$ cat src/dcss_pkg.sv
/*
 * Constants of the DMA channel service sequencer: register offsets, field
 * positions, reset values and mode encodings.
 * Assumes a word-indexed register port; the sequencer and the test use dcss_pkg::name.
 */
package dcss_pkg;
    localparam int          DCSS_NCH       = 4;
    localparam int          DCSS_AW        = 24;
    localparam int          DCSS_CW        = 16;
    localparam int          DCSS_RA_W      = 5;
    localparam int          DCSS_RD_W      = 24;
    // Register offsets (word index)
    localparam logic [4:0]  DCSS_OFF_CTRL  = 5'h00;
    localparam logic [4:0]  DCSS_OFF_REQ   = 5'h01;
    localparam logic [4:0]  DCSS_OFF_MASK  = 5'h02;
    localparam logic [4:0]  DCSS_OFF_STAT  = 5'h03;
    localparam logic [4:0]  DCSS_OFF_MODE  = 5'h04;
    localparam logic [4:0]  DCSS_OFF_ADDR  = 5'h08;
    localparam logic [4:0]  DCSS_OFF_CNT   = 5'h0C;
    // Device control bits
    localparam int          DCSS_CTL_M2M   = 0;
    localparam int          DCSS_CTL_HOLD  = 1;
    localparam int          DCSS_CTL_COMP  = 2;
    localparam int          DCSS_CTL_BUS16 = 3;
    localparam int          DCSS_CTL_W     = 4;
    localparam logic [3:0]  DCSS_CTL_RST   = 4'h0;
    // Mode fields
    localparam int          DCSS_MD_XLSB   = 0;
    localparam int          DCSS_MD_WORD   = 2;
    localparam int          DCSS_MD_DEC    = 3;
    localparam int          DCSS_MD_W      = 4;
    localparam logic [3:0]  DCSS_MD_RST    = 4'h0;
    localparam logic [1:0]  DCSS_X_SINGLE  = 2'h0;
    localparam logic [1:0]  DCSS_X_DEMAND  = 2'h1;
    localparam logic [1:0]  DCSS_X_BLOCK   = 2'h2;
    localparam logic [1:0]  DCSS_X_CASC    = 2'h3;
    localparam logic [3:0]  DCSS_MASK_RST  = 4'hF;
    localparam logic [3:0]  DCSS_REQ_RST   = 4'h0;
    // Address stepping and upper-address boundary
    localparam logic [23:0] DCSS_STEP_BYTE = 24'h000001;
    localparam logic [23:0] DCSS_STEP_WORD = 24'h000002;
    localparam int          DCSS_LATCH_LSB = 8;
    localparam logic [15:0] DCSS_CNT_LAST  = 16'h0000;
    localparam logic [15:0] DCSS_CNT_STEP  = 16'h0001;
    localparam logic [1:0]  DCSS_CH_M2M_DST = 2'h1;
    localparam logic [1:0]  DCSS_CH_M2M_SRC = 2'h0;

    typedef enum logic [6:0] {
        DCSS_IDLE  = 7'h01,
        DCSS_ARB   = 7'h02,
        DCSS_LATCH = 7'h04,
        DCSS_S2    = 7'h08,
        DCSS_S3    = 7'h10,
        DCSS_S4    = 7'h20,
        DCSS_CASC  = 7'h40
    } dcss_state_t;
endpackage

$ cat src/dcss_sequencer.sv
/*
 * DMA channel service sequencer: four channels, bus hold/release policy,
 * single/demand/block/cascade modes, memory-to-memory, byte/word stepping,
 * compressed timing and software requests.
 * Assumes all inputs synchronous to clk; the processor answers
 * bus_hold_request with bus_hold_grant; end_n is sampled in the last state.
 */
// Design decisions made here: the placing of the registers and the plain strobed port.
`timescale 1ns/1ps
module dcss_sequencer (
    input  wire logic        clk,
    input  wire logic        rst,
    input  wire logic [4:0]  reg_addr,
    input  wire logic [23:0] reg_wdata,
    input  wire logic        reg_wr,
    input  wire logic        reg_rd,
    output logic      [23:0] reg_rdata,
    input  wire logic [3:0]  channel_request_pin,
    input  wire logic        end_n,
    input  wire logic        bus_hold_grant,
    output logic             bus_hold_request,
    output logic      [3:0]  channel_ack,
    output logic      [23:0] addr_out,
    output logic             upper_byte_enable_n,
    output logic             count_expiry_pulse_n,
    output logic             upper_address_latch_state,
    output logic             xfer_strobe,
    output logic             m2m_write_phase
);
    localparam int NCH = dcss_pkg::DCSS_NCH;

    dcss_pkg::dcss_state_t state_r, state_nxt;
    logic [3:0]  ctrl_r;
    logic [3:0]  mode_r [NCH];
    logic [23:0] addr_r [NCH];
    logic [15:0] cnt_r  [NCH];
    logic [3:0]  swreq_r, mask_r, pend_r, tcflag_r;
    logic [1:0]  svc_ch_r, excl_ch_r, next_ch;
    logic        excl_v_r, m2m_r, phase_r, rel_wait_r;
    logic [23:0] rdata_r, addr_out_r;
    logic        ube_n_r, tc_pulse_n_r;

    // Priority encoder, channel 0 highest
    function automatic logic [1:0] dcss_first(input logic [3:0] v);
        logic [1:0] r;
        r = 2'h0;
        for (int i = NCH - 1; i >= 0; i--) begin
            if (v[i]) begin
                r = 2'(i);
            end
        end
        return r;
    endfunction

    logic [3:0]  eff_req, cand, higher;
    logic [1:0]  act_ch, xmode;
    logic        hold_pol, word, tc, end_now, term, fin, carry, cyc_end, svc_end;
    logic        grant_lost;
    logic [23:0] al_addr, step, nxt_addr;

    always_comb begin
        eff_req  = (channel_request_pin & ~mask_r) | swreq_r;
        hold_pol = ctrl_r[dcss_pkg::DCSS_CTL_HOLD];
        act_ch   = (m2m_r && phase_r) ? dcss_pkg::DCSS_CH_M2M_DST : svc_ch_r;
        xmode    = mode_r[svc_ch_r][dcss_pkg::DCSS_MD_XLSB +: 2];
        word     = mode_r[act_ch][dcss_pkg::DCSS_MD_WORD] & ctrl_r[dcss_pkg::DCSS_CTL_BUS16];
        al_addr  = word ? {addr_r[act_ch][23:1], 1'b0} : addr_r[act_ch];
        step     = word ? dcss_pkg::DCSS_STEP_WORD : dcss_pkg::DCSS_STEP_BYTE;
        nxt_addr = mode_r[act_ch][dcss_pkg::DCSS_MD_DEC] ? al_addr - step : al_addr + step;
        carry    = nxt_addr[23:dcss_pkg::DCSS_LATCH_LSB] != al_addr[23:dcss_pkg::DCSS_LATCH_LSB];
        tc       = cnt_r[act_ch] == dcss_pkg::DCSS_CNT_LAST;
        end_now  = !end_n;
        cyc_end  = state_r == dcss_pkg::DCSS_S4;
        higher   = 4'h0;
        for (int i = 0; i < NCH; i++) begin
            if (2'(i) < svc_ch_r) begin
                higher[i] = eff_req[i];
            end
        end
        // Memory-to-memory source phase never ends the service
        fin  = (tc || end_now) && !(m2m_r && !phase_r);
        term = 1'b0;
        if (m2m_r) begin
            term = fin;
        end else begin
            unique case (xmode)
                dcss_pkg::DCSS_X_SINGLE: term = 1'b1;
                dcss_pkg::DCSS_X_DEMAND: term = fin || !eff_req[svc_ch_r]
                                             || (swreq_r[svc_ch_r]
                                                 && !channel_request_pin[svc_ch_r])
                                             || (hold_pol && |higher);
                dcss_pkg::DCSS_X_BLOCK:  term = fin;
                dcss_pkg::DCSS_X_CASC:   term = 1'b1;
            endcase
        end
        svc_end = (cyc_end && term)
               || (state_r == dcss_pkg::DCSS_CASC && !eff_req[svc_ch_r]);
        // At cycle end a channel ended by count, end input or single mode sits out one turn
        cand = eff_req;
        if (cyc_end && (fin || (!m2m_r && xmode == dcss_pkg::DCSS_X_SINGLE))) begin
            cand[svc_ch_r] = 1'b0;
        end
        if (state_r == dcss_pkg::DCSS_ARB && excl_v_r) begin
            cand[excl_ch_r] = 1'b0;
        end
        next_ch    = dcss_first(cand);
        grant_lost = !bus_hold_grant && state_r != dcss_pkg::DCSS_IDLE;
    end

    always_comb begin
        state_nxt = state_r;
        unique case (state_r)
            dcss_pkg::DCSS_IDLE: begin
                if (bus_hold_grant && !rel_wait_r && |pend_r) begin
                    state_nxt = dcss_pkg::DCSS_ARB;
                end
            end
            dcss_pkg::DCSS_ARB: begin
                if (!(|cand)) begin
                    state_nxt = dcss_pkg::DCSS_IDLE;
                end else if (mode_r[next_ch][dcss_pkg::DCSS_MD_XLSB +: 2]
                             == dcss_pkg::DCSS_X_CASC) begin
                    state_nxt = dcss_pkg::DCSS_CASC;
                end else begin
                    state_nxt = dcss_pkg::DCSS_LATCH;
                end
            end
            dcss_pkg::DCSS_LATCH: state_nxt = dcss_pkg::DCSS_S2;
            dcss_pkg::DCSS_S2:    state_nxt = dcss_pkg::DCSS_S3;
            dcss_pkg::DCSS_S3:    state_nxt = dcss_pkg::DCSS_S4;
            dcss_pkg::DCSS_S4: begin
                if (!term) begin
                    // Compressed: skip the upper latch unless address crosses bit 8 or the service is memory-to-memory
                    if (ctrl_r[dcss_pkg::DCSS_CTL_COMP] && !m2m_r && !carry) begin
                        state_nxt = dcss_pkg::DCSS_S2;
                    end else begin
                        state_nxt = dcss_pkg::DCSS_LATCH;
                    end
                end else if (hold_pol && xmode != dcss_pkg::DCSS_X_CASC && |cand) begin
                    state_nxt = dcss_pkg::DCSS_ARB;
                end else begin
                    state_nxt = dcss_pkg::DCSS_IDLE;
                end
            end
            dcss_pkg::DCSS_CASC: begin
                if (!eff_req[svc_ch_r]) begin
                    state_nxt = dcss_pkg::DCSS_IDLE;
                end
            end
        endcase
        if (grant_lost) begin
            state_nxt = dcss_pkg::DCSS_IDLE;
        end
    end

    always_ff @(posedge clk) begin
        if (rst) begin
            state_r <= dcss_pkg::DCSS_IDLE;
        end else begin
            state_r <= state_nxt;
        end
    end

    // Service bookkeeping
    always_ff @(posedge clk) begin
        if (rst) begin
            svc_ch_r   <= 2'h0;
            excl_ch_r  <= 2'h0;
            excl_v_r   <= 1'b0;
            m2m_r      <= 1'b0;
            phase_r    <= 1'b0;
            rel_wait_r <= 1'b0;
        end else begin
            if (state_r == dcss_pkg::DCSS_ARB && |cand) begin
                svc_ch_r <= next_ch;
                m2m_r    <= ctrl_r[dcss_pkg::DCSS_CTL_M2M] && next_ch == dcss_pkg::DCSS_CH_M2M_SRC;
                phase_r  <= 1'b0;
                excl_v_r <= 1'b0;
            end else if (cyc_end && m2m_r) begin
                phase_r <= !phase_r;
            end
            if (cyc_end && term) begin
                excl_ch_r <= svc_ch_r;
                excl_v_r  <= fin || (!m2m_r && xmode == dcss_pkg::DCSS_X_SINGLE);
            end
            if (state_r != dcss_pkg::DCSS_IDLE && state_nxt == dcss_pkg::DCSS_IDLE) begin
                rel_wait_r <= 1'b1;
                excl_v_r   <= 1'b0;
            end else if (!bus_hold_grant) begin
                rel_wait_r <= 1'b0;
            end
        end
    end

    // Pending requests are only resampled while idle
    always_ff @(posedge clk) begin
        if (rst) begin
            pend_r <= 4'h0;
        end else if (state_r == dcss_pkg::DCSS_IDLE) begin
            pend_r <= eff_req;
        end
    end

    // Control and mode registers
    always_ff @(posedge clk) begin
        if (rst) begin
            ctrl_r <= dcss_pkg::DCSS_CTL_RST;
            for (int i = 0; i < NCH; i++) begin
                mode_r[i] <= dcss_pkg::DCSS_MD_RST;
            end
        end else if (reg_wr) begin
            if (reg_addr == dcss_pkg::DCSS_OFF_CTRL) begin
                ctrl_r <= reg_wdata[dcss_pkg::DCSS_CTL_W-1:0];
            end
            for (int i = 0; i < NCH; i++) begin
                if (reg_addr == dcss_pkg::DCSS_OFF_MODE + 5'(i)) begin
                    mode_r[i] <= reg_wdata[dcss_pkg::DCSS_MD_W-1:0];
                end
            end
        end
    end

    // Current address and count: software loads, each finished cycle steps
    always_ff @(posedge clk) begin
        if (rst) begin
            for (int i = 0; i < NCH; i++) begin
                addr_r[i] <= 24'h000000;
                cnt_r[i]  <= 16'h0000;
            end
        end else begin
            for (int i = 0; i < NCH; i++) begin
                if (reg_wr && reg_addr == dcss_pkg::DCSS_OFF_ADDR + 5'(i)) begin
                    addr_r[i] <= reg_wdata;
                end
                if (reg_wr && reg_addr == dcss_pkg::DCSS_OFF_CNT + 5'(i)) begin
                    cnt_r[i] <= reg_wdata[15:0];
                end
            end
            if (cyc_end) begin
                addr_r[act_ch] <= nxt_addr;
                cnt_r[act_ch]  <= cnt_r[act_ch] - dcss_pkg::DCSS_CNT_STEP;
            end
        end
    end

    // Software requests: a set in the same cycle as a clear wins
    always_ff @(posedge clk) begin
        if (rst) begin
            swreq_r <= dcss_pkg::DCSS_REQ_RST;
        end else begin
            logic [3:0] v;
            v = swreq_r;
            if (svc_end || (grant_lost && state_r == dcss_pkg::DCSS_CASC)) begin
                if (!hold_pol || xmode == dcss_pkg::DCSS_X_CASC) begin
                    v = 4'h0;
                end else begin
                    v[svc_ch_r] = 1'b0;
                end
            end
            if (reg_wr && reg_addr == dcss_pkg::DCSS_OFF_REQ) begin
                v = v | reg_wdata[3:0];
            end
            swreq_r <= v;
        end
    end

    // Mask: set for the channel whose service ended by count or end input
    always_ff @(posedge clk) begin
        if (rst) begin
            mask_r <= dcss_pkg::DCSS_MASK_RST;
        end else begin
            logic [3:0] m;
            m = mask_r;
            if (reg_wr && reg_addr == dcss_pkg::DCSS_OFF_MASK) begin
                m = reg_wdata[3:0];
            end
            if (cyc_end && term && fin) begin
                m[svc_ch_r] = 1'b1;
            end
            mask_r <= m;
        end
    end

    // Terminal count flags, cleared by a status read; a new count wins
    always_ff @(posedge clk) begin
        if (rst) begin
            tcflag_r <= 4'h0;
        end else begin
            logic [3:0] t;
            t = tcflag_r;
            if (reg_rd && reg_addr == dcss_pkg::DCSS_OFF_STAT) begin
                t = 4'h0;
            end
            if (cyc_end && tc) begin
                t[act_ch] = 1'b1;
            end
            tcflag_r <= t;
        end
    end

    always_ff @(posedge clk) begin
        if (rst) begin
            rdata_r <= 24'h000000;
        end else begin
            rdata_r <= 24'h000000;
            if (reg_rd) begin
                unique case (reg_addr)
                    dcss_pkg::DCSS_OFF_CTRL: rdata_r <= {20'h00000, ctrl_r};
                    dcss_pkg::DCSS_OFF_REQ:  rdata_r <= {20'h00000, swreq_r};
                    dcss_pkg::DCSS_OFF_MASK: rdata_r <= {20'h00000, mask_r};
                    dcss_pkg::DCSS_OFF_STAT: rdata_r <= {16'h0000, tcflag_r, pend_r};
                    default: begin
                        for (int i = 0; i < NCH; i++) begin
                            if (reg_addr == dcss_pkg::DCSS_OFF_MODE + 5'(i)) begin
                                rdata_r <= {20'h00000, mode_r[i]};
                            end
                            if (reg_addr == dcss_pkg::DCSS_OFF_ADDR + 5'(i)) begin
                                rdata_r <= addr_r[i];
                            end
                            if (reg_addr == dcss_pkg::DCSS_OFF_CNT + 5'(i)) begin
                                rdata_r <= {8'h00, cnt_r[i]};
                            end
                        end
                    end
                endcase
            end
        end
    end

    // Bus outputs, registered one clock behind the state they belong to
    always_ff @(posedge clk) begin
        if (rst) begin
            addr_out_r   <= 24'h000000;
            ube_n_r      <= 1'b1;
            tc_pulse_n_r <= 1'b1;
        end else begin
            addr_out_r   <= al_addr;
            // Byte lanes: 8-bit bus keeps enable high
            if (!ctrl_r[dcss_pkg::DCSS_CTL_BUS16]) begin
                ube_n_r <= 1'b1;
            end else if (word) begin
                ube_n_r <= 1'b0;
            end else begin
                ube_n_r <= !al_addr[0];
            end
            tc_pulse_n_r <= !(cyc_end && tc && !(m2m_r && !phase_r));
        end
    end

    always_comb begin
        channel_ack = 4'h0;
        if (state_r == dcss_pkg::DCSS_CASC
            || (!m2m_r && (state_r == dcss_pkg::DCSS_S2 || state_r == dcss_pkg::DCSS_S3
                           || state_r == dcss_pkg::DCSS_S4))) begin
            channel_ack[svc_ch_r] = 1'b1;
        end
    end

    assign bus_hold_request          = (state_r == dcss_pkg::DCSS_IDLE)
                                     ? (|pend_r && !rel_wait_r) : 1'b1;
    assign reg_rdata                 = rdata_r;
    assign addr_out                  = addr_out_r;
    assign upper_byte_enable_n       = ube_n_r;
    assign count_expiry_pulse_n      = tc_pulse_n_r;
    assign upper_address_latch_state = state_r == dcss_pkg::DCSS_LATCH;
    assign xfer_strobe               = state_r == dcss_pkg::DCSS_S3;
    assign m2m_write_phase           = m2m_r && phase_r;
endmodule // dcss_sequencer

$ cat config.mk
export PLATFORM = sky130hd
export DESIGN_NAME = dcss_sequencer
export DESIGN_NICKNAME = d
export VERILOG_FILES = /design/src/dcss_pkg.sv /design/src/dcss_sequencer.sv
export SDC_FILE = /design/constraint.sdc
export NUM_CORES = 1
export LEC_CHECK = 0
export BUFFER_PORTS_ARGS = -buffer_cell sky130_fd_sc_hd__buf_2
export CAP_MARGIN = 20
export CELL_PAD_IN_SITES_DETAIL_PLACEMENT = 0
export CELL_PAD_IN_SITES_GLOBAL_PLACEMENT = 1
export CORE_ASPECT_RATIO = 1.1
export CORE_MARGIN = 4
export CORE_UTILIZATION = 52
export CTS_CLUSTER_SIZE = 12
export DETAILED_ROUTE_END_ITERATION = 10
export GPL_TIMING_DRIVEN = 0
export MAX_ROUTING_LAYER = met4
export PLACE_DENSITY_LB_ADDON = 0.1
export SETUP_SLACK_MARGIN = 0.5
export SLEW_MARGIN = 20
export SYNTH_ARGS = -nofsm -noshare
export SYNTH_HDL_FRONTEND = slang
export SYNTH_SLANG_ARGS = --single-unit
$ cat constraint.sdc
create_clock -name clk -period 7.4 [get_ports clk]
set_input_delay 1.48 -clock clk [delete_from_list [all_inputs] [get_ports clk]]
set_output_delay 1.48 -clock clk [all_outputs]
set_load 0.05 [all_outputs]
==> flow_summary.toml <==
[status]
status = "complete, no violations"

[place]
dp.cells = 2071
dp_hpwl_microns = 45990
gp_congestion = 0.9851
port_buffers = 83
dpl_worst_slack_ns = -0.05203

[timing]
fin_crit_ns = 6.739
fin_crit_sh_pct = 91.07
setup_slack_ns = 0.6611
slew_headroom_pct = 23.32
finalSetupViolCount = 0
rsz0062_at_grt = "no"
tightest_slew_ns = 1.146
fmax_ghz = 0.1484
slew_viol_final = 0
hold_viol = 0
fin_skew_ns = 0.03413

[min_path]
hold_path.class = "reg -> reg"
min-delay-start = "rel_wait_r"

[pwr]
p_int_mw = 2.635
totalPowerFinal_mw = 3.749
combPwrFrac_pct = 15.9
peakVddDrop_uv = 193.4
switchingPower_mw = 1.114
clkPwrFrac_pct = 39.0
p_seq_share_pct = 45.1
power_leakage_nw = 6.338
p_sw_share_pct = 29.70
powerDensity_nw_per_um2 = 214.1

[final_layout]
nets = 1797
drive_gt1_share_pct = 13.23
mostFrequentLayoutCell = "edfxtp_1"
layout_common_cells = "edfxtp_1, nand2_1, o21ai_0, nor2_1, clkbuf_1"
fillers = 2615
area_delta_synth_final_pct = 12.19
finalNonFillerCells = 2128
fin_util_pct = 59.24
diodes = 0

[routing]
wl_per_cell_microns = 29.61
drt_iter0_markers = 2340
drt_wl_total_microns = 63000
drt_pre_antenna_iters = 7
via_per_inst = 7.057
vias = 15020
drtAntennaViolNets = 0
drc = 0

[cts]
cts-root-buf = "clkbuf_16"
clkSlewWorstSetupHoldPaths_ns = 0.06
cts_tree = "yes"
cts_setup_buffers = 0
ctsLongestPathBuffers = 3
numCtsBuffers = 30
insertion_delay_ns = 0.59
htreeDepth = 1
cts_sinks = 263

[worst_setup_path]
crit_type = "reg -> reg"
slowest_stage = "a2111oi_0"
crit_fanout = 11
crit_arrival_ns = 7.25
critical_path.max_stage_delay_ns = 0.68
r2r-start = "phase_r"
critPathTopFamily = "compound AO/OA/AOI/OAI gates"
r2r_slack_ns = 0.66
crit_buf_inv = 4
worst_setup_path_start_kind = "flip-flop"
required_ns = 7.91
crit_chain = "buf_6 > nand2_4 > buf_2 > buf_2 > nand2_2 > o221ai_4 > clkinvlp_4 > ha_1 > a211oi_1 > o21ai_0 > a31oi_1 > xnor2_1 > xnor2_1 > o2111ai_1 > a2111oi_0 > nand4_1 > nor2_1 > o21ba_2"
end_kind = "flip-flop"
startpoint = "phase_r"

[floorplan]
start_util_pct = 52.80
row_count = 66
ioPinCount = 97
dieArea_sq_um = 32860
die_w_microns = 173.2
coreArea_sq_um = 29560
fp.dieH_microns = 189.7

[synth]
synth_edf_count = 176
syn_area_sq_um = 15610
yosysSeqAreaShare_pct = 45.01
synth_cells = 1613
ys_warn_count = 0
synth_async_sr_flop_share_pct = 0
ys_ff_latch = 263
synth_cell_types = 95
syn_area_per_cell_sq_um = 9.678
synth_fp_nets = 1680
synth_top_flop_cell = "edfxtp_1"

[global_routing]
grt_overflow = 0
grt_pass1_wl_microns = 91140
grt_max_degree = 25
grt_pass1_vias = 14150
antenna_found_initial = 0
grt_use_total_pct = 37.88

[run]
maxCapViolations = 0
==> sequential cells by signal, indices dropped and copies added, names as in the netlist, named ones only <==
signal / count
excl_v_r: 1
mask_r: 4
cnt_r: 64
swreq_r: 4
state_r: 7
ctrl_r: 4
reg_rdata: 24
m2m_r: 1
mode_r: 16
rel_wait_r: 1
excl_ch_r: 2
svc_ch_r: 2
addr_r: 96
pend_r: 4
addr_out: 24
phase_r: 1
count_expiry_pulse_n: 1
upper_byte_enable_n: 1
tcflag_r: 4
==> power groups by stage <==
stage	Combinational (mW)	Clock, mW	Sequential (mW)
floorplan	0.383	0	1.72
global placement	0.575	0	1.72
detailed placement	0.580	0	1.72
CTS	0.585	1.46	1.69
global route	0.633	1.52	1.69
finish	0.595	1.46	1.69
==> per-layer routing <==
| metal | routed length (microns) | global-route usage [%] | vias to the layer above |
|---|---|---|---|
| met1 | 23760 | 47.41 | 7166 |
| met5 | 0 | - | - |
| met2 | 28090 | 58.92 | 1096 |
| li1 | - | - | 6480 |
| met3 | 6770 | 6.479 | 275 |
| met4 | 4385 | 21.06 | 0 |
==> through the flow <==
stage                     cell area, sq um  hold slack (ns)  setup TNS [ns]
final                                17510           0.4843               0
after global routing                 17510           0.5162               0
after CTS                            17500           0.4854               0
after detailed placement             16520           0.4741        -0.08845
after global placement               16490           0.4707         -0.5188
after floorplan                      15610           0.4290               0
==> cell usage after synthesis, types with 24 or more instances <==
library cell	n	area share [%]
ha_1	27	2.2
dfxtp_1	87	11
a22oi_1	83	4.0
xnor2_1	30	1.7
mux2i_1	29	1.9
clkbuf_1	89	2.1
a22o_1	92	5.2
nand2_1	157	3.8
nand3_1	40	1.3
nor3_1	33	1.1
o22ai_1	24	0.96
o21ai_0	112	3.6
edfxtp_1	176	34
nor2_1	105	2.5
a21oi_1	78	2.5
and3_1	35	1.4
==> worst register-to-register path, cell delays in order (launching register included) <==
cell and delay [ns]:
dfxtp_1 0.31, buf_6 0.14, nand2_4 0.17, buf_2 0.31, buf_2 0.39, nand2_2 0.34
o221ai_4 0.56, clkinvlp_4 0.45, ha_1 0.52, a211oi_1 0.16, o21ai_0 0.64, a31oi_1 0.31
xnor2_1 0.52, xnor2_1 0.20, o2111ai_1 0.15, a2111oi_0 0.68, nand4_1 0.43, nor2_1 0.23
o21ba_2 0.14
==> cell type report <==
cell class | instances | area, sq um | area share (%)
Clock inverter | 13 | 108.9 | 0.6216
Clock buffer | 43 | 840.8 | 4.801
Buffer | 126 | 541.8 | 3.094
Tap cell | 374 | 467.9 | 2.672
Timing Repair Buffer | 84 | 422.9 | 2.415
Multi-Input combinational cell | 1199 | 7999 | 45.67
Inverter | 25 | 100.1 | 0.5716
Timing Repair inverter | 1 | 5.005 | 0.02858
Sequential cell | 263 | 7027 | 40.12
==> what timing repair did <==
action | 4_1_cts | 5_1_grt
pin swaps | 0 | 1
setup endpoints to repair | 2 | 2
cloned | 1 | 0
resized for setup | 4 | 5
hold buffers | 0 | 0
==> path summary, 6_finish.rpt <==
| path | end | cells after the start |
|---|---|---|
| max | state_r[3] | 18 |
| max reg2reg | state_r[3] | 18 |
| min | rel_wait_r | 2 |
| min reg2reg | rel_wait_r | 2 |
==> cells by family after synthesis <==
kind of cell | count (synthesis) | share of synthesized area (%)
xor gates and xnor gates | 46 | 2.757
muxes | 45 | 3.254
AOI/OAI and AO/OA | 571 | 26.25
and+or+nand+nor | 509 | 16.35
adders and majority gates | 28 | 2.292
DFF | 263 | 45.01
buffers and inverters | 151 | 4.080
Note: power is estimated with default switching activity, not from simulation.
